File: config.mk
export PLATFORM = sky130hd
export DESIGN_NAME = ppf_unit
export DESIGN_NICKNAME = d
export VERILOG_FILES = /design/src/common/ppf_pkg.sv /design/src/rtl/ppf_unit.sv /design/src/rtl/ppf_check.sv /design/src/rtl/ppf_fault.sv
export SDC_FILE = /design/constraint.sdc
export NUM_CORES = 1
export LEC_CHECK = 0
export BUFFER_PORTS_ARGS = -buffer_cell sky130_fd_sc_hd__buf_4
export CAP_MARGIN = 10
export CORE_MARGIN = 2
export CORE_UTILIZATION = 55
export CTS_BUF_LIST = sky130_fd_sc_hd__clkbuf_8
export CTS_CLUSTER_SIZE = 30
export DETAILED_ROUTE_END_ITERATION = 12
export HOLD_SLACK_MARGIN = 0.03
export PLACE_DENSITY = 0.74
export SYNTH_ARGS = -nofsm -noshare
export SYNTH_HDL_FRONTEND = slang
export SYNTH_HIERARCHICAL = 1
export SYNTH_SLANG_ARGS = --single-unit
File: constraint.sdc
create_clock -name i_clock -period 12.9 [get_ports i_clock]
set_input_delay 2.58 -clock i_clock [delete_from_list [all_inputs] [get_ports i_clock]]
set_output_delay 2.58 -clock i_clock [all_outputs]
set_load 0.005 [all_outputs]
File: src/common/ppf_pkg.sv
package ppf_pkg;
    localparam int NUM_PAGES   = 16;
    localparam int PAGE_W      = 4;
    localparam int ADDR_W      = 8;
    localparam int ID_W        = 8;
    localparam int FID_W       = 7;
    localparam int NUM_AID     = 6;
    // register map, word aligned byte addresses
    localparam logic [7:0] OFS_PAGE_BASE = 8'h00;
    localparam logic [7:0] OFS_FAULT_ADR = 8'h40;
    localparam logic [7:0] OFS_FAULT_STS = 8'h44;
    localparam logic [7:0] OFS_FAULT_CMD = 8'h48;
    // page attribute, fault status and command fields
    localparam int BIT_UX    = 0;
    localparam int BIT_UW    = 1;
    localparam int BIT_UR    = 2;
    localparam int BIT_SX    = 3;
    localparam int BIT_SW    = 4;
    localparam int BIT_SR    = 5;
    localparam int BIT_LOCAL = 8;
    localparam int BIT_HIGH  = 9;
    localparam int BIT_REQUESTOR0_ALLOW  = 10;
    localparam int FID_LSB   = 9;
    localparam int BIT_CLEAR = 0;
    localparam logic [15:0] PAGE_RESET   = 16'hFF3F;
    localparam logic [5:0]  TYPES_FILL   = 6'h3F;
    localparam logic [5:0]  TYPES_WBACK  = 6'h12;
    localparam logic [31:0] ZERO32       = 32'h0000_0000;
    // access kinds
    typedef enum logic [2:0] {
        PPF_READ  = 3'h0,
        PPF_WRITE = 3'h1,
        PPF_FETCH = 3'h2,
        PPF_FILL  = 3'h3,
        PPF_WBACK = 3'h4
    } ppf_kind_t;
endpackage

File: src/rtl/ppf_unit.sv
// Our own choices: the address-and-strobe port and the placing of the registers.
`timescale 1ns/1ps
module ppf_unit
    import ppf_pkg::*;
(
    // clock and reset
    input  wire logic              i_clock,
    input  wire logic              i_rst,
    // register port
    input  wire logic [7:0]        i_reg_addr,
    input  wire logic [31:0]       i_reg_wdata,
    input  wire logic              i_reg_wr,
    input  wire logic              i_reg_rd,
    output logic [31:0]            o_reg_rdata,
    // access request
    input  wire logic              i_acc_valid,
    input  wire logic [31:0]       i_acc_addr,
    input  wire logic [2:0]        i_acc_kind,
    input  wire logic              i_acc_super,
    input  wire logic              i_acc_local,
    input  wire logic [ID_W-1:0]   i_acc_id,
    // access result
    output logic                   o_grant_r,
    output logic                   o_block_r,
    output logic                   o_exception
);
    logic [15:0] page_attribute_r [NUM_PAGES];
    logic [PAGE_W-1:0] page_sel;
    logic        allow;
    logic [5:0]  types;
    logic        viol;
    logic [15:0] status_nxt;
    logic [FID_W-1:0] faulting_requestor_id;
    logic        held;
    logic        held_q;
    logic [31:0] fault_address;
    logic [15:0] fault_status;
    logic        clear;
    logic        wr_page;
    logic [PAGE_W-1:0] wr_idx;
    logic [31:0] rdata_nxt;
    logic        exc_r;

    // page index from address bits 7:4, the top of the 8-bit field
    assign page_sel = i_acc_addr[ADDR_W-1 -: PAGE_W];

    ppf_check u_check (
        .i_attr  (page_attribute_r[page_sel]),
        .i_kind  (i_acc_kind),
        // dma requests arrive with the initiator's saved mode
        .i_super (i_acc_super),
        .i_local (i_acc_local),
        .i_id    (i_acc_id),
        .o_allow (allow),
        .o_types (types)
    );

    assign viol = i_acc_valid && !allow;
    // wide ids truncated, local reports zero
    assign faulting_requestor_id = i_acc_local ? FID_W'(0) : i_acc_id[FID_W-1:0];
    always_comb begin
        status_nxt = 16'h0000;
        status_nxt[FID_LSB +: FID_W] = faulting_requestor_id;
        status_nxt[BIT_LOCAL] = i_acc_local;
        status_nxt[5:0] = types;
    end

    // only the clear bit acts; others ignored
    assign clear = i_reg_wr && (i_reg_addr == OFS_FAULT_CMD)
                 && i_reg_wdata[BIT_CLEAR];

    ppf_fault u_fault (
        .i_clock  (i_clock),
        .i_rst    (i_rst),
        .i_viol   (viol),
        .i_addr   (i_acc_addr),
        .i_status (status_nxt),
        .i_clear  (clear),
        .o_held   (held),
        .o_addr   (fault_address),
        .o_status (fault_status)
    );

    // this unit always raises exceptions, so fault registers exist
    // one pulse per recorded fault; later ones are dropped until clear
    always_ff @(posedge i_clock) begin
        if (i_rst)
            held_q <= 1'b0;
        else
            held_q <= held;
    end
    always_ff @(posedge i_clock) begin
        if (i_rst)
            exc_r <= 1'b0;
        else
            exc_r <= held && !held_q;
    end
    assign o_exception = exc_r;

    // access result; blocked writes never reach the array
    always_ff @(posedge i_clock) begin
        if (i_rst) begin
            o_grant_r <= 1'b0;
            o_block_r <= 1'b0;
        end else begin
            o_grant_r <= i_acc_valid && allow;
            o_block_r <= viol;
        end
    end

    assign wr_page = i_reg_wr && (i_reg_addr[7:6] == OFS_PAGE_BASE[7:6]);
    assign wr_idx  = i_reg_addr[PAGE_W+1:2];

    generate
        for (genvar g = 0; g < NUM_PAGES; g++) begin : g_page
            always_ff @(posedge i_clock) begin
                if (i_rst)
                    page_attribute_r[g] <= PAGE_RESET;
                else if (wr_page && wr_idx == PAGE_W'(g))
                    page_attribute_r[g] <= i_reg_wdata[15:0];
            end
        end
    endgenerate

    // read mux; fault regs read only, command reads zero
    always_comb begin
        rdata_nxt = ZERO32;
        if (i_reg_addr[7:6] == OFS_PAGE_BASE[7:6])
            rdata_nxt = {16'h0000, page_attribute_r[wr_idx]};
        else if (i_reg_addr == OFS_FAULT_ADR)
            rdata_nxt = fault_address;
        else if (i_reg_addr == OFS_FAULT_STS)
            rdata_nxt = {16'h0000, fault_status};
        else
            rdata_nxt = ZERO32;
    end
    always_ff @(posedge i_clock) begin
        if (i_rst)
            o_reg_rdata <= ZERO32;
        else if (i_reg_rd)
            o_reg_rdata <= rdata_nxt;
        else
            o_reg_rdata <= ZERO32;
    end

    // assertions
    block_on_viol_a: assert property (@(posedge i_clock) disable iff (i_rst)
        viol |=> o_block_r && !o_grant_r)
        else $error("violation not blocked");
    exc_follows_a: assert property (@(posedge i_clock) disable iff (i_rst)
        (viol && !held && !clear) |=> ##1 o_exception)
        else $error("no exception after violation");
    addr_capture_a: assert property (@(posedge i_clock) disable iff (i_rst)
        (viol && !held && !clear) |=> fault_address == $past(i_acc_addr))
        else $error("fault address wrong");
    hold_fault_a: assert property (@(posedge i_clock) disable iff (i_rst)
        (held && !clear) |=> $stable(fault_address) && $stable(fault_status))
        else $error("fault record changed");
    clear_zero_a: assert property (@(posedge i_clock) disable iff (i_rst)
        clear |=> fault_address == ZERO32 && fault_status == 16'h0000)
        else $error("clear failed");
    ignore_cmd_a: assert property (@(posedge i_clock) disable iff (i_rst)
        (i_reg_wr && i_reg_addr == OFS_FAULT_CMD
         && !i_reg_wdata[BIT_CLEAR] && held)
        |=> held)
        else $error("bad clear");
    one_exc_a: assert property (@(posedge i_clock) disable iff (i_rst)
        o_exception |=> !o_exception)
        else $error("double exception");
    local_fid_a: assert property (@(posedge i_clock) disable iff (i_rst)
        fault_status[BIT_LOCAL] |-> fault_status[15:9] == 7'h00)
        else $error("local fid nonzero");
    fill_code_a: assert property (@(posedge i_clock) disable iff (i_rst)
        (viol && !held && !clear && i_acc_kind == PPF_FILL)
        |=> fault_status[5:0] == TYPES_FILL)
        else $error("fill code wrong");
    viol_cov: cover property (@(posedge i_clock) viol && !held);
    clear_cov: cover property (@(posedge i_clock) held && clear);
    grant_cov: cover property (@(posedge i_clock) o_grant_r);
    exc_cov: cover property (@(posedge i_clock) o_exception);
endmodule // ppf_unit

File: src/rtl/ppf_check.sv
`timescale 1ns/1ps
module ppf_check
    import ppf_pkg::*;
(
    // access
    input  wire logic [15:0]  i_attr,
    input  wire logic [2:0]   i_kind,
    input  wire logic         i_super,
    input  wire logic         i_local,
    input  wire logic [ID_W-1:0] i_id,
    // result
    output logic              o_allow,
    output logic [5:0]        o_types
);
    logic [5:0] need;
    logic       id_ok;
    always_comb begin
        need = 6'h00;
        case (i_kind)
            PPF_READ:  need[i_super ? BIT_SR : BIT_UR] = 1'b1;
            PPF_WRITE: need[i_super ? BIT_SW : BIT_UW] = 1'b1;
            PPF_FETCH: need[i_super ? BIT_SX : BIT_UX] = 1'b1;
            PPF_FILL:  need = TYPES_FILL;
            PPF_WBACK: need = TYPES_WBACK;
            default:   need = TYPES_FILL;
        endcase
    end
    always_comb begin
        if (i_local)
            id_ok = i_attr[BIT_LOCAL];
        else if (i_id < ID_W'(NUM_AID))
            id_ok = i_attr[BIT_REQUESTOR0_ALLOW + int'(i_id[2:0])];
        else
            id_ok = i_attr[BIT_HIGH];
    end
    // each needed bit must be granted independently
    assign o_allow = id_ok && ((need & ~i_attr[5:0]) == 6'h00);
    assign o_types = need;
endmodule // ppf_check

File: src/rtl/ppf_fault.sv
`timescale 1ns/1ps
module ppf_fault
    import ppf_pkg::*;
(
    // clock and reset
    input  wire logic         i_clock,
    input  wire logic         i_rst,
    // capture
    input  wire logic         i_viol,
    input  wire logic [31:0]  i_addr,
    input  wire logic [15:0]  i_status,
    input  wire logic         i_clear,
    // record
    output logic              o_held,
    output logic [31:0]       o_addr,
    output logic [15:0]       o_status
);
    always_ff @(posedge i_clock) begin
        if (i_rst) begin
            o_held   <= 1'b0;
            o_addr   <= ZERO32;
            o_status <= 16'h0000;
        end else if (i_clear) begin
            // a fault in the clear cycle is taken next cycle if repeated
            o_held   <= 1'b0;
            o_addr   <= ZERO32;
            o_status <= 16'h0000;
        end else if (i_viol && !o_held) begin
            o_held   <= 1'b1;
            o_addr   <= i_addr;
            o_status <= i_status;
        end
    end
endmodule // ppf_fault

After elaboration in Yosys (flattened, before gate mapping)
Memory sizes are Yosys's and may differ from the RTL's.
Index checks and enable logic that the tools add are counted.

storage, ports and cells
  bits in registers = 83
  bits in writable memories = 256
  output and inout bits = 35
  word-level logic and storage cells = 181
  memories = 1

memory list
  name              depth  width  rd ports  clocked after memory_dff  write ports  line            text
  page_attribute_r  16     16     2         0                         16           ppf_unit.sv:27  logic [15:0] page_attribute_r [NUM_PAGES];

cells by class
  add/subtract/negate cells = 1
  magnitude comparators = 8
  equal/unequal tests = 21
  multiplexer cells = 85
  bitwise operators = 19
  reduce and logical (&&, ||, !) cells = 37

operators by type and width
  cell                   count
  $mux W16               18
  $ge A32 B1 Y1 const B  3
  $lt A32 B5 Y1 const B  3
  $mux W1                57
  $eq A4 B4 Y1 const B   8
  $lt A32 B6 Y1 const B  1
  $mux W32               1
  $logic_and A1 B1 Y1    27
  $eq A8 B7 Y1 const B   3
  $pmux W6 S4            1
  $eq A4 B3 Y1 const B   4
  $or A1 B1 Y1           16
  $demux W1 S3           3
  $eq A4 B2 Y1 const B   2
  $lt A8 B3 Y1 const B   1
  $mux W7                1
  $and A6 B6 Y6          1
  $logic_not A6 Y1       1
  $mux W3                2
  $not A6 Y6             1
  $add A4 B3 Y5 const A  1
  $bmux W1 S4            1
  $eq A4 B1 Y1 const B   1
  $logic_not A4 Y1       1
  other kinds (10)       13

Longest topological paths before layout
  word-level depth = 12
  depth in mapped cells = 14
  gate-level depth less buffers = 10

Hierarchy
Netlist, hierarchy kept.

modules (own cells, without submodules)
  module     instances  cells an instance  area an instance (um^2)  seq. area each (um^2)
  ppf_unit   1          1027               14904.3                  8408.1
  ppf_fault  1          214                1755.4                   980.9
  ppf_check  1          60                 449.2                    0.0

Least setup slack after synthesis
Ideal clock, no wire load.

  kind = input to register
  start point = input port i_acc_addr[4]
  end point = register u_fault.o_addr[18]
  setup time = 66 ps
  arrival = 5761 ps
  slack = 7073 ps
  stages on the path = 14
  path buffers = 4
  cell sequence = buf_2 > buf_2 > mux4_2 > mux4_2 > mux4_2 > nor2b_4 > nor4_2 > nor4_1 > nor2b_1 > and2b_1 > buf_4 > buf_4 > nand2_1 > a21oi_2

on the way
  cells in the longest elaborated chain, start to end = 10
  elaborated cells on any way between the ends = 13
  those cells by class = mux: 5; bitwise: 2; reduce/logical: 5; memory: 1

ends and longest elaborated chain
  item                                        line             text
  start: declaration                          ppf_unit.sv:17   input wire logic [31:0] i_acc_addr,
  $mem_v2 Z16 W16 (*)                         --
  $bmux W1 S4                                 ppf_check.sv:32  id_ok = i_attr[BIT_REQUESTOR0_ALLOW + int'(i_id[2:0])];
  $mux W1 (implied by the code) (2 in a row)  ppf_check.sv:32
  $mux W1                                     ppf_check.sv:31  else if (i_id < ID_W'(NUM_AID))
  $mux W1                                     ppf_check.sv:29  if (i_local)
  $logic_and A1 B1 Y1 (*)                     ppf_check.sv:37  assign o_allow = id_ok && ((need & ~i_attr[5:0]) == 6'h00);
  named net allow                             ppf_unit.sv:29   logic allow;
  $logic_not A1 Y1 (*)                        ppf_unit.sv:58   assign viol = i_acc_valid && !allow;
  $logic_and A1 B1 Y1 (*)                     ppf_unit.sv:58
  named net viol                              ppf_unit.sv:31   logic viol;
  $logic_and A1 B1 Y1 (*)                     ppf_fault.sv:28  end else if (i_viol && !o_held) begin
  end signal: assignment                      ppf_fault.sv:30  o_addr <= i_addr;
  end: declaration                            ppf_fault.sv:15  output logic [31:0] o_addr,

Mark *: on every way through the listed nets, which the timed path passes. The rest lies on a longest branch. The select of a mux whose other input is x is not followed.
A chain may end at the register's enable or synchronous reset.

Worst setup path in the final report
Same ends and word-level chain as after synthesis.

==> flow_metrics.py <==
metrics = {
    "power_and_ir_drop": {
        "clock_power_share_pct": 37.3,
        "power.internal_w": 0.00184,
        "seq_power_share_pct": 51.5,
        "max-vdd-ir-drop_v": 0.0000748,
        "p_comb_share_pct": 11.2,
        "cellPowerDensity_nw_per_um2": 128,
        "finalPower_w": 0.00245,
        "p_leak_nw": 6.67,
        "power.share.switching_pct": 25.2,
        "switching_power_w": 0.000618,
    },
    "clock_network": {
        "root_buffer": "clkbuf_8",
        "cts_buffer_depth": 3,
        "clk_pin_slew_worst_paths_ns": 0.06,
        "insertion_delay_ns": 0.62,
        "cts_setup_buffers": 0,
        "cts_buffers": 56,
        "cts_resized": 0,
        "cts_hold_buffers": 0,
        "htreeDepth": 2,
        "cts_tree": "built",
        "cts.sink_count": 341,
    },
    "timing": {
        "setup_tns_ns": 0,
        "relSlewSlack_pct": 22.2,
        "hold_viol": 0,
        "max_freq_ghz": 0.138,
        "rsz0062_at_grt": "no",
        "drv_slew": 0,
        "fin_worst_skew_ns": 0.0340,
        "worst_pin_slew_ns": 1.17,
        "period_share_pct": 56.3,
        "finalSetupViolCount": 0,
        "period_minus_slack_ns": 7.26,
    },
    "logic_synthesis": {
        "synth.avg_cell_area_um2": 13.2,
        "syn_area_um2": 17100,
        "netlist_instances": 1301,
        "yosysSeqAreaShare_pct": 54.9,
        "ys_types": 59,
        "ys.flop_type": "edfxtp_1",
        "async_flop_share_pct": 0,
        "yosys-top-cells-area": "edfxtp_1 (45%), mux4_2 (15%), dfxtp_1 (9.9%)",
        "netlist.top_cell.by_area": "edfxtp_1",
        "synth_edf_count": 256,
        "yosysWarningCount": 6,
        "ys_seq_elements": 341,
        "synth_top_area_share_pct": 44.9,
    },
    "detailed_routing": {
        "routedWlPerCell_um": 24.8,
        "vias": 11324,
        "drtIter0Drc": 1289,
        "routed_wl_um": 45200,
        "ant_nets": 0,
        "drc": 0,
        "avgViaCountPerCell": 6.22,
        "drt_pass1_iterations": 5,
    },
    "layout": {
        "fill_cells": 2365,
        "nNetsFinal": 1471,
        "drive_gt1_share_pct": 34.5,
        "n_antenna_cell": 0,
        "area_growth_pct": 12.1,
    },
    "place": {
        "portBuffers": 108,
        "dpl.hpwl_um": 29500,
        "place_congestion": 0.893,
    },
    "die": {
        "dieArea_um2": 32500,
        "core_um2": 30600,
        "die_w_um": 180,
        "std_cell_rows": 64,
        "start_util_pct": 55.9,
        "die_h_um": 180,
        "io_pins": 125,
    },
    "worst_setup_path": {
        "cp_data_required_time_ns": 13.43,
        "end_kind": "flop",
        "worstSetupStartpointType": "input pin",
        "r2r_cells": 10,
        "critPathArrivalTime_ns": 7.79,
        "cp_max_fo": 48,
        "worstSetupPathType": "input pin to flop",
    },
    "grt": {
        "grt_pass1_vias": 11542,
        "grt_pass1_wl_um": 68800,
        "grt_max_degree": 66,
        "grt_overflow_total": 0,
        "antenna_found_initial": 0,
        "track_usage_pct": 28.1,
    },
    "worst_hold_path": {
        "worstHoldPathCells": 1,
        "min_path_type": "flop to flop",
    },
    "status": {
        "status": "complete, no violations",
    },
    "run": {
        "maxCapViolCount": 0,
    },
}
worst paths after layout:
check | start | slack (ns) | endpoint
worst min-delay path | held_q | 0.40 | o_exception
worst max-delay path | i_acc_addr[4] | 5.64 | u_fault/o_addr[18]
worst max register to register | page_attribute_r[10][10] | 8.60 | u_fault/o_addr[18]
worst min register to register | held_q | 0.40 | o_exception
critical path: stages:
cell     delay, ns
buf_4         0.35
buf_4         0.81
mux4_2        0.67
mux4_2        0.52
mux4_2        0.49
nor2b_4       0.14
nor4_2        0.54
nor4_1        0.18
nor2b_1       0.25
and2b_2       0.81
nand2_1       0.17
a21oi_2       0.17
cells in the mapped netlist, types with 2 or more instances:
library cell and instances:
or2b_1 9, or2_2 126, nor3b_1 2, a21o_1 2, nor2_1 27, nor4b_1 2
nand4_1 12, inv_1 5, o21bai_1 16, and2_1 18, nor3_1 8, a22oi_1 48
nor4_1 15, o21ai_0 8, buf_2 31, edfxtp_1 256, or3_4 2, mux4_2 113
a21oi_1 41, buf_4 7, or3_1 2, buf_1 5, mux2_2 5, nor4_2 2
and2b_1 2, a21oi_2 10, nand3_1 24, or2_1 18, mux2i_1 68, clkbuf_1 60
nor2b_1 16, dfxtp_1 85, nand2b_1 83, a31o_2 2, nand2_1 139, buf_6 9
cells in the final DEF (no fill, tap or decap), types with 5 or more instances in the layout:
master | Yosys | layout
edfxtp_1 | 256 | 256
nand2_1 | 139 | 139
buf_4 | 7 | 132
or2_2 | 126 | 127
mux4_2 | 113 | 113
dfxtp_1 | 85 | 85
nand2b_1 | 83 | 82
mux2i_1 | 68 | 68
clkbuf_8 | 0 | 61
a22oi_1 | 48 | 48
a21oi_1 | 41 | 41
nor2_1 | 27 | 27
nand3_1 | 24 | 24
and2_1 | 18 | 18
or2_1 | 18 | 17
inv_1 | 5 | 16
clkinv_1 | 0 | 16
nor2b_1 | 16 | 15
nor4_1 | 15 | 15
nand4_1 | 12 | 12
clkinv_2 | 0 | 12
a21oi_2 | 10 | 10
or2b_1 | 9 | 9
o21bai_1 | 16 | 8
o21bai_2 | 0 | 8
o21ai_0 | 8 | 8
nor3_1 | 8 | 7
mux2_2 | 5 | 5
sequential cells by signal, summed over array words and instances, names as in the netlist:
register,count
held_q,1
o_block_r,1
o_exception,1
o_grant_r,1
o_reg_rdata,32
page_attribute_r,256
u_fault/o_addr,32
u_fault/o_held,1
u_fault/o_status,16
layer usage:
| layer | wire length (um) | share of wire (%) | GRT usage [%] | vias to the layer above |
|---|---|---|---|---|
| li1 | - | - | - | 4986 |
| met5 | 0 | 0 | 0 | - |
| met4 | 2530 | 5.6 | 15.5 | 0 |
| met1 | 16800 | 37 | 35.2 | 5617 |
| met2 | 22000 | 49 | 46.5 | 583 |
| met3 | 3910 | 8.6 | 5.23 | 138 |
power groups by stage:
stage	clock network [W]	registers [W]	logic, W
after global placement	0	0.00128	0.000269
after global routing	0.000974	0.00127	0.000292
final	0.000915	0.00126	0.000275
after CTS	0.000924	0.00126	0.000273
after floorplan	0	0.00128	0.000188
after detailed placement	0	0.00129	0.000273
metrics by stage:
step           std cells  hold WS [ns]  cell area (um^2)  setup WS (ns)  util, %
2_1_floorplan       1302         0.367             17100           7.07        -
3_3_place_gp        1717         0.375             18100           5.20     59.1
3_5_place_dp        1717         0.391             18100           5.10     59.1
4_1_cts             1820         0.400             19200           5.74     62.6
5_1_grt             1821         0.419             19200           5.36     62.7
6_report            1821         0.396             19200           5.64     62.7
final cells by class:
cell class	instances	area (um^2)	area share, %
clock buffers	61	840	4.38
clock inverters	42	233	1.21
multi-input cells	843	7190	37.5
repair buffers	133	1020	5.31
flip-flops and latches	341	9390	48.9
inverters	5	18.8	0.0978
well taps	396	495	2.58
kinds of logic after synthesis:
kind of cell / share of synthesized area (%)
compound gates: 5.20
simple gates: 17.0
other cells: 0.0219
mux: 19.4
xor+xnor: 0.0512
fa+ha+maj: 0.0731
flops: 54.9
buf+inv: 3.37
No activity file was read; power rests on OpenSTA's default activity.
